File: config.mk
export PLATFORM = sky130hd
export DESIGN_NAME = pgx_port
export DESIGN_NICKNAME = d
export VERILOG_FILES = /design/src/pgx_port.v /design/src/pgx_sync.v
export VERILOG_INCLUDE_DIRS = /design/src
export SDC_FILE = /design/constraint.sdc
export NUM_CORES = 1
export LEC_CHECK = 0
export BUFFER_PORTS_ARGS = -buffer_cell sky130_fd_sc_hd__buf_2
export CORE_UTILIZATION = 52
export DETAILED_ROUTE_END_ITERATION = 10
export GPL_ROUTABILITY_DRIVEN = 0
export PLACE_DENSITY = 0.79
export SYNTH_ARGS = -nofsm -noshare
export SYNTH_HDL_FRONTEND = slang
export SYNTH_HIERARCHICAL = 1
export SYNTH_SLANG_ARGS = --single-unit
File: constraint.sdc
create_clock -name i_mclk -period 2.9 [get_ports i_mclk]
set_input_delay 0.725 -clock i_mclk [delete_from_list [all_inputs] [get_ports i_mclk]]
set_output_delay 0.725 -clock i_mclk [all_outputs]
set_load 0.03 [all_outputs]
File: src/pgx_defs.vh
`ifndef PGX_DEFS_VH
`define PGX_DEFS_VH
// ---------------------------------------------------------------
// Register addresses
// ---------------------------------------------------------------
`define PGX_ADDR_PORT_DATA   8'h80
`define PGX_ADDR_XBAR_CTRL   8'hE3
`define PGX_ADDR_IN_MODE     8'hF1
`define PGX_ADDR_OUT_MODE    8'hA4
// ---------------------------------------------------------------
// Reset values
// ---------------------------------------------------------------
`define PGX_RST_PORT_DATA    8'hFF
`define PGX_RST_XBAR_CTRL    8'h00
`define PGX_RST_IN_MODE      8'hFF
`define PGX_RST_OUT_MODE     8'h00
// ---------------------------------------------------------------
// Crossbar control fields
// ---------------------------------------------------------------
`define PGX_XC_PULLUP_DIS    7
`define PGX_XC_XBAR_EN       6
`define PGX_XC_T1_EN         2
`define PGX_XC_T0_EN         1
`define PGX_XC_ECI_EN        0
`define PGX_XC_WMASK         8'hC7
`endif

File: src/pgx_port.v
`timescale 1ns/10ps
`include "pgx_defs.vh"

// Function
// - Pull-up disable 0: pull-ups on digital non-push-pull pins; 1: all off.
// - Crossbar enable bit turns the crossbar on or off.
// - Control bits 5..3 read zero, writes ignored.
// - Timer 1 input route bit makes it available at a pin.
// - Timer 0 input route bit makes it available at a pin.
// - Counter array clock route bit makes it available at a pin.
// - Port data register supports byte and single-bit access.
// - Writes land in an output latch that holds until rewritten.
// - Ordinary port reads return pin levels, even for peripheral pins.
// - Read-modify-write uses the latch value, not the pins.
// - Latch 0 drives low; 1 drives high if push-pull, else released.
// - Analog pins read as 1; digital pins read actual level.
// - Analog pin: pull-up, driver and receiver all disabled.
// - Input-mode 1 makes the pin a digital input, one bit per pin.
// - Output-mode bit ignored while the pin is analog.
// - Output-mode 0 is open-drain, 1 is push-pull.
// - Serial bus data and clock pins always drive open-drain.
// - Crossbar disabled: every pin is an input, driver off.
// - Pull-up off on an open-drain pin actively driving low.
module pgx_port #(
    parameter N = 8
) (
    input  wire         i_mclk,        // 25 MHz system clock
    input  wire         i_nrst,        // Async reset, active low
    input  wire [7:0]   i_addr,        // Register address
    input  wire         i_wr,          // Write strobe, one cycle
    input  wire         i_rd,          // Read strobe, one cycle
    input  wire         i_rmw,         // Read side of read-modify-write
    input  wire         i_bit_op,      // Single-bit access
    input  wire [2:0]   i_bit_sel,     // Bit index for bit access
    input  wire [7:0]   i_wdata,       // Write data (bit 0 for bit op)
    output reg  [7:0]   o_rdata,       // Read data, valid cycle after rd
    input  wire [N-1:0] i_pin,         // Pin levels from pads
    input  wire [N-1:0] i_periph_sel,  // Pin assigned to a peripheral
    input  wire [N-1:0] i_periph_out,  // Peripheral output value
    input  wire [N-1:0] i_serial_pin,  // Pin carries SDA or SCL
    output reg  [N-1:0] o_pin_out,     // Pad output value
    output reg  [N-1:0] o_pin_oe_n,    // Pad output enable, low drives
    output reg  [N-1:0] o_pullup_en,   // Weak pull-up enable
    output reg  [N-1:0] o_rx_en,       // Digital receiver enable
    output reg          o_xbar_en,     // Crossbar enabled
    output reg          o_timer1_ext_input_en,  // Timer 1 input routed
    output reg          o_timer0_ext_input_en,  // Timer 0 input routed
    output reg          o_counter_array_ext_clock_en // Counter clk routed
);
    // -----------------------------------------------------------
    // Reset release
    // -----------------------------------------------------------
    reg rst_m_q;
    reg rst_q;

    always @(posedge i_mclk or negedge i_nrst) begin
        if (!i_nrst) begin
            rst_m_q <= 1'b0;
            rst_q   <= 1'b0;
        end else begin
            rst_m_q <= 1'b1;
            rst_q   <= rst_m_q;
        end
    end

    // -----------------------------------------------------------
    // Pin synchronisers
    // -----------------------------------------------------------
    wire [N-1:0] pin_s;

    pgx_sync #(
        .W(N)
    ) u_sync (
        .i_mclk  (i_mclk),
        .i_rst_n (rst_q),
        .i_async (i_pin),
        .o_sync  (pin_s)
    );

    // -----------------------------------------------------------
    // Registers
    // -----------------------------------------------------------
    reg  [7:0]   port_data_latch_q;
    reg  [7:0]   crossbar_control_q;
    reg  [7:0]   pin_input_mode_q;
    reg  [7:0]   pin_output_mode_q;
    reg  [7:0]   port_wval;

    wire sel_port = (i_addr == `PGX_ADDR_PORT_DATA);
    wire sel_xc   = (i_addr == `PGX_ADDR_XBAR_CTRL);
    wire sel_in   = (i_addr == `PGX_ADDR_IN_MODE);
    wire sel_out  = (i_addr == `PGX_ADDR_OUT_MODE);

    // Bit writes merge into the latch, so other pins keep their value
    always @* begin
        port_wval = i_wdata;
        if (i_bit_op) begin
            port_wval = port_data_latch_q;
            port_wval[i_bit_sel] = i_wdata[0];
        end
    end

    always @(posedge i_mclk or negedge rst_q) begin
        if (!rst_q) begin
            port_data_latch_q  <= `PGX_RST_PORT_DATA;
            crossbar_control_q <= `PGX_RST_XBAR_CTRL;
            pin_input_mode_q   <= `PGX_RST_IN_MODE;
            pin_output_mode_q  <= `PGX_RST_OUT_MODE;
        end else if (i_wr) begin
            if (sel_port)
                port_data_latch_q <= port_wval;
            if (sel_xc)
                crossbar_control_q <= i_wdata & `PGX_XC_WMASK;
            if (sel_in)
                pin_input_mode_q <= i_wdata;
            if (sel_out)
                pin_output_mode_q <= i_wdata;
        end
    end

    // -----------------------------------------------------------
    // Read path
    // -----------------------------------------------------------
    reg  [7:0] pin_view;
    reg  [7:0] rd_d;

    always @* begin
        pin_view = 8'h00;
        pin_view[N-1:0] = pin_s | ~pin_input_mode_q[N-1:0];
        rd_d = 8'h00;
        if (sel_port)
            rd_d = i_rmw ? port_data_latch_q : pin_view;
        else if (sel_xc)
            rd_d = crossbar_control_q;
        else if (sel_in)
            rd_d = pin_input_mode_q;
        else if (sel_out)
            rd_d = pin_output_mode_q;
        if (i_bit_op)
            rd_d = {7'h00, rd_d[i_bit_sel]};
    end

    always @(posedge i_mclk or negedge rst_q) begin
        if (!rst_q)
            o_rdata <= 8'h00;
        else if (i_rd)
            o_rdata <= rd_d;
    end

    // -----------------------------------------------------------
    // Pad control, one cell per pin
    // -----------------------------------------------------------
    wire xbar_en = crossbar_control_q[`PGX_XC_XBAR_EN];
    wire pu_dis  = crossbar_control_q[`PGX_XC_PULLUP_DIS];

    genvar g;
    generate
        for (g = 0; g < N; g = g + 1) begin : g_pin
            wire dig  = pin_input_mode_q[g];
            wire pp   = pin_output_mode_q[g] & dig
                        & ~i_serial_pin[g];
            wire val  = i_periph_sel[g] ? i_periph_out[g]
                                        : port_data_latch_q[g];
            // Open-drain releases on 1; push-pull drives both levels
            wire drv  = xbar_en & dig
                        & (pp | ~val);
            wire drv_low = drv & ~val;

            always @(posedge i_mclk or negedge rst_q) begin
                if (!rst_q) begin
                    o_pin_out[g]   <= 1'b1;
                    o_pin_oe_n[g]  <= 1'b1;
                    o_pullup_en[g] <= 1'b0;
                    o_rx_en[g]     <= 1'b0;
                end else begin
                    o_pin_out[g]   <= val;
                    o_pin_oe_n[g]  <= ~drv;
                    o_pullup_en[g] <= dig & ~pu_dis & ~pp
                                      & ~drv_low;
                    o_rx_en[g]     <= dig;
                end
            end
        end
    endgenerate

    // -----------------------------------------------------------
    // Routing enables toward the crossbar decoder
    // -----------------------------------------------------------
    always @(posedge i_mclk or negedge rst_q) begin
        if (!rst_q) begin
            o_xbar_en                    <= 1'b0;
            o_timer1_ext_input_en        <= 1'b0;
            o_timer0_ext_input_en        <= 1'b0;
            o_counter_array_ext_clock_en <= 1'b0;
        end else begin
            o_xbar_en <= xbar_en;
            o_timer1_ext_input_en <=
                crossbar_control_q[`PGX_XC_T1_EN];
            o_timer0_ext_input_en <=
                crossbar_control_q[`PGX_XC_T0_EN];
            o_counter_array_ext_clock_en <=
                crossbar_control_q[`PGX_XC_ECI_EN];
        end
    end
endmodule // pgx_port

File: src/pgx_sync.v
`timescale 1ns/10ps
// Two-flop synchroniser, one per bit
module pgx_sync #(
    parameter W = 8
) (
    input  wire         i_mclk,   // System clock
    input  wire         i_rst_n,  // Synchronised reset
    input  wire [W-1:0] i_async,  // Asynchronous level
    output reg  [W-1:0] o_sync    // Synchronised level
);
    reg [W-1:0] meta_q;

    always @(posedge i_mclk or negedge i_rst_n) begin
        if (!i_rst_n) begin
            meta_q <= {W{1'b0}};
            o_sync <= {W{1'b0}};
        end else begin
            meta_q <= i_async;
            o_sync <= meta_q;
        end
    end
endmodule // pgx_sync

==> results of run 1 <==
==> placed cells by master (no fill, tap or decap), types with 9 or more instances in the layout <==
master / n
mux2_2: 21
inv_1: 19
dfrtp_1: 58
buf_2: 100
clkbuf_8: 9
o21ai_0: 10
dfstp_2: 32
nor2b_1: 17
mux2i_1: 15
a21oi_1: 12
nand2_1: 13
==> synth_stat cells (all sizes together), types with 3 or more instances <==
master,count
dfrtp,59
dfstp,32
mux2,22
inv,19
nor2b,17
mux2i,15
nand2,13
a21oi,12
o21ai,11
clkbuf,10
a2111oi,8
nand2b,8
nand3b,8
nor2,8
o211ai,8
o22ai,7
nor3,6
o2bb2ai,4
a221oi,3
buf,3
o32ai,3
==> sequential cells by signal (all words and copies together), names as in the netlist, 5 cells and up <==
name,count
port_data_latch_q,8
o_pin_oe_n,8
o_pullup_en,8
u_sync/o_sync,8
pin_output_mode_q,8
crossbar_control_q,5
o_pin_out,8
o_rdata,8
o_rx_en,8
u_sync/meta_q,8
pin_input_mode_q,8
==> metal layers <==
metal	GRT usage (%)	part of all wire, %
met4	10.73	1.3
met1	32.56	43
met5	0	0
met2	39.56	50
met3	4.336	6.5
==> cell type report <==
type                       instances  area [sq um]
timing repair buffer             103         523.0
fill                             529          2367
sequential                        91          2321
tap                               96         120.1
clock inverter                     5         55.05
clock buffer                      10         127.6
inverter                          19         71.32
multi-input combinational        183          1359
==> report_power, final <==
group | internal [uW] | total, uW | leakage, uW | switching (uW)
clock network | 391 | 803 | 0.0000881 | 412
logic | 82.0 | 209 | 0.000954 | 127
registers | 1330 | 1380 | 0.00111 | 53.6
==> worst register-to-register path: cells and delay by family, from the launching register on <==
family	cells	cell delay, ns
flip-flops	1	0.59
AO/OA/AOI/OAI	5	1.06
AND/OR/NAND/NOR	1	0.16
==> worst max-delay path by stage <==
stage | startpoint | to | slack [ns] | cells past startpoint
after floorplan | rst_q | crossbar_control_q[0] | 0.23 | 0
after global placement | i_addr[1] | o_rdata[0] | 0.20 | 7
after detailed placement | i_addr[1] | o_rdata[0] | 0.14 | 7
after CTS | i_addr[1] | o_rdata[0] | 0.48 | 7
after global routing | i_addr[1] | o_rdata[0] | 0.33 | 7
final | i_addr[1] | o_rdata[0] | 0.46 | 7
==> logic make-up after synthesis <==
kind of cell / Yosys count / share of synthesized area [%]
flops: 91 / 60.90
simple gates: 75 / 12.20
compound gates: 70 / 12.96
mux: 37 / 10.46
buf+inv: 32 / 3.387
other cells: 1 / 0.09856
==> metrics by stage <==
step | worst slack [ns] | instances | power (uW)
floorplan | 0.2335 | 306 | 1507
global placement | 0.2044 | 492 | 1605
detailed placement | 0.1350 | 492 | 1612
CTS | 0.4820 | 507 | 2407
global route | 0.3291 | 507 | 2485
finish | 0.4643 | 507 | 2391
==> results.md, run 1 <==
* Outcome: finished clean
* ANT nets after route at 0
* First-pass GRT wire length at 13700 um
* Clk slew on worst S/H paths at 0.08 ns
* CTS tree: built
* Clock Path Buffers at 2
* Pin count of the biggest net entering global routing at 90
* Synthesis Warnings at 6
* Top post-synthesis cells by area: dfrtp_1 (39%), dfstp_2 (22%), mux2_2 (6.2%)
* IO Count at 101
* Post-CTS setup buffers at 0
* Ant diodes at 0
* Maximum vdd drop at 329.4 uV
* Avg Vias per Cell at 5.558
* Final Hold Fails at 0
* Num CTS Buffers at 9
* R2r endpoint: o_rdata[0]
* Post-CTS Resized at 0
* Main synth FF type: dfrtp_1
* Syn avg cell area at 12.43 sq um
* Yosys top cell by area: dfrtp_1
* Least-Margin Pin Slew at 1.092 ns
* Static Leak at 0.002150 uW
* Crit end category: flip-flop
* R2r startpoint: pin_input_mode_q[0]
* HPWL after detailed placement at 6237 um
* Num Clock Sinks at between 90 and 100
* Relative slew margins at 27.22%
* R2R Setup Slk at 0.97 ns
* Fmax at a little over 400 MHz
* Hold buffers post-CTS at 0
* DIE AREA at 7663 sq um
* Final core occ at 65.91%
* Final worst path period share at 83.99%
* Post-Syn Area at approximately 3800 sq um
* Layout Nets at 464
* Setup violators final at 0
* Worst skew pair latency at 0.35 ns
* Pwr per Cell Area at 522.5 nW/um^2
* Max-slew violation count at 0
* GR Util All Layers at 24.41%
* H-Tree Level Count at 3
* Worst EP arrival at about 2.7 ns
* DR vias at 2818
* Worst Path Max Fanout at 9
* Number of synthesized flops with an enable pin at 0
* R2r worst-path depth at 6
* Max capacitance violation total at 0
* Post-synth net total at between 300 and 400
* Worst Hold Class: in -> async
* DRC Markers at 0
* Die height at 87.54 um
* CP Cell Sequence: buf_2, or4_1, nor3_4, o2bb2ai_1, a22oi_1, a211o_1, a31oi_1
* Mean routed wirelength per cell at 17.14 um
* Yosys reg bits at between 90 and 100
* Slowest CP cell: or4_1
* Core Region at ~6900 sq um
* Top cell type's share of synthesized area at 38.80%
* Fin Clk Skew at 0.008452 ns
* Cell row count at 30
* Layout cells sized above 1 at 42.34%
* Crit path buffers/inverters at 1
* Vias in the first global route at 2630
* I/O Buffers at 100
* Worst EP required at 3.17 ns
* First DRT Iteration DRCs at around 240
* Ys async rst share at between 90% and 100%
* Crit Path Category: in -> reg
* Die X at 87.54 um
* Setup TNS at 0 ns
* Nature of the critical path startpoint: input pin
* Sequential fraction of the synthesis area at 60.90%
* Synth Instances at 306
* Fin area at approximately 4600 sq um
* Antenna violations before repair at 0
* WL final at between 8000 and 9000 um
* Initial Utilization at 54.79%
* Cell variety after synth at 49
* Area after DPL at 4394 sq um
* GR Overflow Total at 0
* Worst path top cell family by delay: simple AND/OR/NAND/NOR gates
* Crit path time final at 2.436 ns
* RSZ-0062 raised after global routing: false
* Area Growth Syn to Fin at 20.29%
* Router iterations before antenna repair at 4
* Final hold slack at 0.1411 ns
* CP peak stage delay at around 0.70 ns
* Root Driver: clkbuf_8
Note: power is estimated with default switching activity, not from simulation.
==> inputs of run 2 (changes only) <==
Clock period 2.9 ns to 2.5 ns, I/O delays scaled along.
==> results.md, run 2 (synthesized netlist as in run 1, its figures left out) <==
* Outcome: finished clean
* Worst skew pair latency at 0.35 ns
* Comb pwr share at 9.6%
* Internal power at 2102 uW
* Flop pwr share at a little under three fifths
* Commonest non-fill, non-tap cells in the layout: buf_2 (100), dfrtp_1 (58), dfstp_2 (32)
* Worst Hold Class: in -> async
* Fmax at 443.3 MHz
* Fin area at ~4700 sq um
* RSZ-0062 raised after global routing: false
* Seq. cell area at 2321 sq um
* Setup TNS at 0 ns
* DRC Markers at 0
* Die height at a little under 90 um
* Core Region at 6944 sq um
* Post-CTS Resized at 0
* IO Count at about 100
* Die X at roughly 90 um
* First-pass GRT wire length at 13970 um
* Max-slew violation count at 0
* Mean routed wirelength per cell at 16.68 um
* I/O Buffers at 100
* GR Overflow Total at 0
* Antenna violations before repair at 0
* Worst Path Max Fanout at 6
* Net Sw Frac at 24.53%
* Setup violators final at 0
* Num CTS Buffers at 9
* Worst EP required at 2.77 ns
* Crit end category: flip-flop
* Avg Vias per Cell at roughly 5.6
* Pwr Total at about 2800 uW
* Crit Path Category: in -> reg
* Maximum vdd drop at 385.3 uV
* Clk slew on worst S/H paths at 0.08 ns
* Pin count of the biggest net entering global routing at 50
* Hold buffers post-CTS at 0
* Num Clock Sinks at 91
* Final worst path period share at 90.23%
* Post-CTS setup buffers at 0
* Fin Clk Skew at 0.01115 ns
* Root Driver: clkbuf_8
* Final Hold Fails at 0
* GR Util All Layers at 24.45%
* DIE AREA at 7663 sq um
* Setup ws final at 0.2443 ns
* WL final at roughly 8700 um
* Cell row count at 30
* Area occupied by multi-input gates at 1359 sq um
* Nature of the critical path startpoint: input pin
* HPWL after detailed placement at ~6300 um
* Max capacitance violation total at 0
* H-Tree Level Count at 3
* CTS tree: built
* Crit path time final at 2.256 ns
* Number of instances in the placed design at 504
* Ant diodes at 0
* ANT nets after route at 0
* Layout cells sized above 1 at 43.87%
* Relative slew margins at 64.52%
* Area Growth Syn to Fin at 23.05%
* DR vias at 2896
* Switching Power at between 600 and 700 uW
* Least-Margin Pin Slew at ~0.53 ns
* Post-Place Worst Slack at -0.08150 ns
* Static Leak at 0.002221 uW
* Worst EP arrival at 2.52 ns
* Clock Power Share at 33.5%
* Commonest non-fill, non-tap cell in the layout: buf_2
* Area after DPL at around 4500 sq um
* Final-layout fill cell count at 551
* Final non-filler cell total at 520
* Layout Nets at 476
* Router iterations before antenna repair at 8
* Clock Path Buffers at 2
* Initial Utilization at 54.79%
* First DRT Iteration DRCs at 207
* Vias in the first global route at 2831
* Pwr per Cell Area at between 500 and 600 nW/um^2
-- run 2: cell types whose count changed in the layout (fill, tap and decap cells not counted), sizes merged --
cell	change
buf	+12
clkbuf	+1
clkinvlp	-2
clkinv	+2
-- run 2: worst paths after layout --
kind | startpoint | endpoint | slack (ns) | cells past startpoint
max | i_addr[1] | o_rdata[0] | 0.24 | 8
min | i_nrst | rst_q | 0.04 | 1
max reg2reg | pin_input_mode_q[0] | o_rdata[0] | 0.66 | 6
min reg2reg | rst_q | o_rx_en[2] | 0.31 | 0
max in group asynchronous | rst_q | port_data_latch_q[6] | 1.48 | 1
min in group i_mclk | u_sync/meta_q[4] | u_sync/o_sync[4] | 0.35 | 0
-- run 2: final cells by class --
class / count / share of cell area, %
Timing Repair Buffer: 115 / 13.36
Clock inverter: 5 / 1.149
Clock buffer: 11 / 2.806
Multi-Input combinational cell: 183 / 29.02
Tap cell: 96 / 2.565
Sequential cell: 91 / 49.57
Inverter: 19 / 1.523
-- run 2: metrics by stage --
step / hold slack [ns] / utilization [%]
after floorplan: 0.3294 / -
after global placement: 0.3242 / 64.76
after detailed placement: 0.3267 / 64.76
after CTS: 0.03180 / 67.42
after global routing: 0.02190 / 67.42
final: 0.04074 / 67.42
-- run 2: power by group through the flow --
stage	clock network [uW]	registers [uW]	logic, uW
after floorplan	0	1660	92.3
after global placement	0	1610	262
after detailed placement	0	1610	267
after CTS	952	1580	268
after global routing	1010	1590	290
final	934	1580	268
-- run 2: critical path, stage by stage --
cell	delay [ns]
buf_2	0.10
or4_1	0.52
buf_4	0.18
nor3_4	0.31
o2bb2ai_1	0.15
a22oi_1	0.14
a211o_1	0.33
a31oi_1	0.15
-- run 2: layer usage --
layer  vias up  share of wire, %  GRT usage, %
met5         -                 0             0
met4         0               1.9         10.13
met3        17               6.8         5.467
met2       145                48         38.00
met1      1400                43         33.56
li1       1334                 -             -
==> inputs of run 3 (changes only) <==
Settings changed: GPL_TIMING_DRIVEN from default to 0.
==> results.md, run 3 (synthesized netlist as in run 1, its figures left out) <==
* Outcome: finished clean
* First-pass GRT wire length at around 14000 um
* Setup violators final at 0
* CTS tree: built
* R2r endpoint: o_rdata[0]
* Fin Clk Skew at between 0.01 and 0.015 ns
* Least-Margin Pin Slew at 0.6316 ns
* Final worst path period share at between 90% and 100%
* WL final at roughly 8600 um
* Area Growth Syn to Fin at 23.08%
* Vias in the first global route at 2711
* Num Clock Sinks at approximately 90
* Area occupied by multi-input gates at 1368 sq um
* Nature of the critical path startpoint: input pin
* Router iterations before antenna repair at 6
* Maximum vdd drop at 367.4 uV
* Layout cells sized above 1 at 41.33%
* Clk slew on worst S/H paths at 0.09 ns
* Net Sw Frac at 24.30%
* Layout Nets at 473
* Worst EP arrival at roughly 2.7 ns
* Flop pwr share at 53.4%
* Antenna violations before repair at 0
* Num CTS Buffers at 9
* GR Util All Layers at 24.56%
* Switching Power at 717.8 uW
* Post-Place Worst Slack at -0.2684 ns
* Core Region at 6944 sq um
* Final non-filler cell total at between 500 and 600
* DIE AREA at 7663 sq um
* HPWL after detailed placement at just over 6000 um
* Comb pwr share at between 9 and 10%
* RSZ-0062 raised after global routing: false
* Clock Path Buffers at 2
* I/O Buffers at 99
* Number of instances in the placed design at approximately 500
* Pwr Total at 2955 uW
* Internal power at 2237 uW
* Clock Power Share at between 30% and 40%
* Final-layout fill cell count at approximately 520
* H-Tree Level Count at 3
* Max capacitance violation total at 0
* R2R Setup Slk at 0.56 ns
* ANT nets after route at 0
* DR vias at 2877
* Die height at ~88 um
* R2r startpoint: pin_input_mode_q[0]
* Initial Utilization at 54.79%
* Crit Path Category: in -> reg
* Hold buffers post-CTS at 0
* Worst skew pair latency at roughly 0.37 ns
* IO Count at ~100
* Root Driver: clkbuf_8
* Pin count of the biggest net entering global routing at 48
* Worst Hold Class: in -> async
* Worst Path Max Fanout at 9
* Cell row count at 30
* Crit end category: flip-flop
* Max-slew violation count at 0
* Final Hold Fails at 0
* Setup ws final at 0.09589 ns
* Mean routed wirelength per cell at between 15 and 20 um
* Seq. cell area at 2321 sq um
* Fmax at 416.0 MHz
* Avg Vias per Cell at approximately 5.6
* Static Leak at 0.002192 uW
* Ant diodes at 0
* First DRT Iteration DRCs at 260
* Worst EP required at 2.78 ns
* Crit path time final at 2.404 ns
* GR Overflow Total at 0
* Commonest non-fill, non-tap cells in the layout: buf_2 (100), dfrtp_1 (58), dfstp_2 (32)
* DRC Markers at 0
* Relative slew margins at 57.90%
* Commonest non-fill, non-tap cell in the layout: buf_2
* Die X at ~88 um
* Pwr per Cell Area at 630.9 nW/um^2
* R2r worst-path depth at 6
* Final core occ at approximately two thirds
run 3: cell count changes in the layout (fill, tap and decap cells not counted), sizes merged:
cell / change
buf: -12
clkbuf: +9
clkinv: -3
bufinv: +1
clkinvlp: +1
inv: +1
run 3: repair_timing:
item,CTS,global route
setup endpoints to repair,0,7
buffers inserted,0,0
resized for setup,0,1
run 3: metal layers:
layer | vias to the layer above | share of wire, % | track usage [%]
met1 | 1392 | 43 | 33.10
li1 | 1328 | - | -
met2 | 140 | 48 | 38.71
met3 | 17 | 6.2 | 4.147
met5 | - | 0 | 0
met4 | 0 | 2.3 | 12.67
run 3: cell type report:
class	instances	share of cell area [%]
Multi-Input combinational cell	183	29.20
Tap cell	96	2.565
Sequential cell	91	49.56
Clock inverter	5	1.817
Clock buffer	11	3.019
Buffer	12	1.149
Inverter	19	1.523
Timing Repair Buffer	100	11.17
run 3: power by group through the flow:
stage,sequential (uW),combinational (uW),clock (uW)
detailed placement,1610,267,0
global placement,1620,244,0
global route,1590,293,1170
floorplan,1660,92.3,0
CTS,1580,268,1120
finish,1580,269,1110
run 3: critical path, stage by stage:
cell	delay [ns]
buf_2	0.15
or4_1	0.55
buf_6	0.16
nor3_4	0.34
o2bb2ai_1	0.17
a22oi_1	0.17
a211o_1	0.34
a31oi_1	0.17
run 3: worst max path at each step:
| stage | cells past startpoint | end | start | slack [ns] |
|---|---|---|---|---|
| final | 8 | o_rdata[0] | i_addr[1] | 0.1 |
| after global routing | 8 | o_rdata[0] | i_addr[1] | 0.003 |
| after CTS | 10 | port_data_latch_q[5] | i_addr[1] | 0.11 |
| after detailed placement | 10 | port_data_latch_q[4] | i_addr[1] | -0.27 |
| after floorplan | 7 | o_rdata[0] | i_addr[1] | 0.19 |
| after global placement | 8 | o_rdata[0] | i_addr[1] | -0.21 |
run 3: through the flow:
stage	area [sq um]	TNS (ns)	hold slack, ns
2_1_floorplan	3806	0	0.3294
3_3_place_gp	4422	-2.708	0.3320
3_5_place_dp	4452	-3.425	0.3330
4_1_cts	4678	0	0.01472
5_1_grt	4683	0	0.01081
6_report	4683	0	0.02130
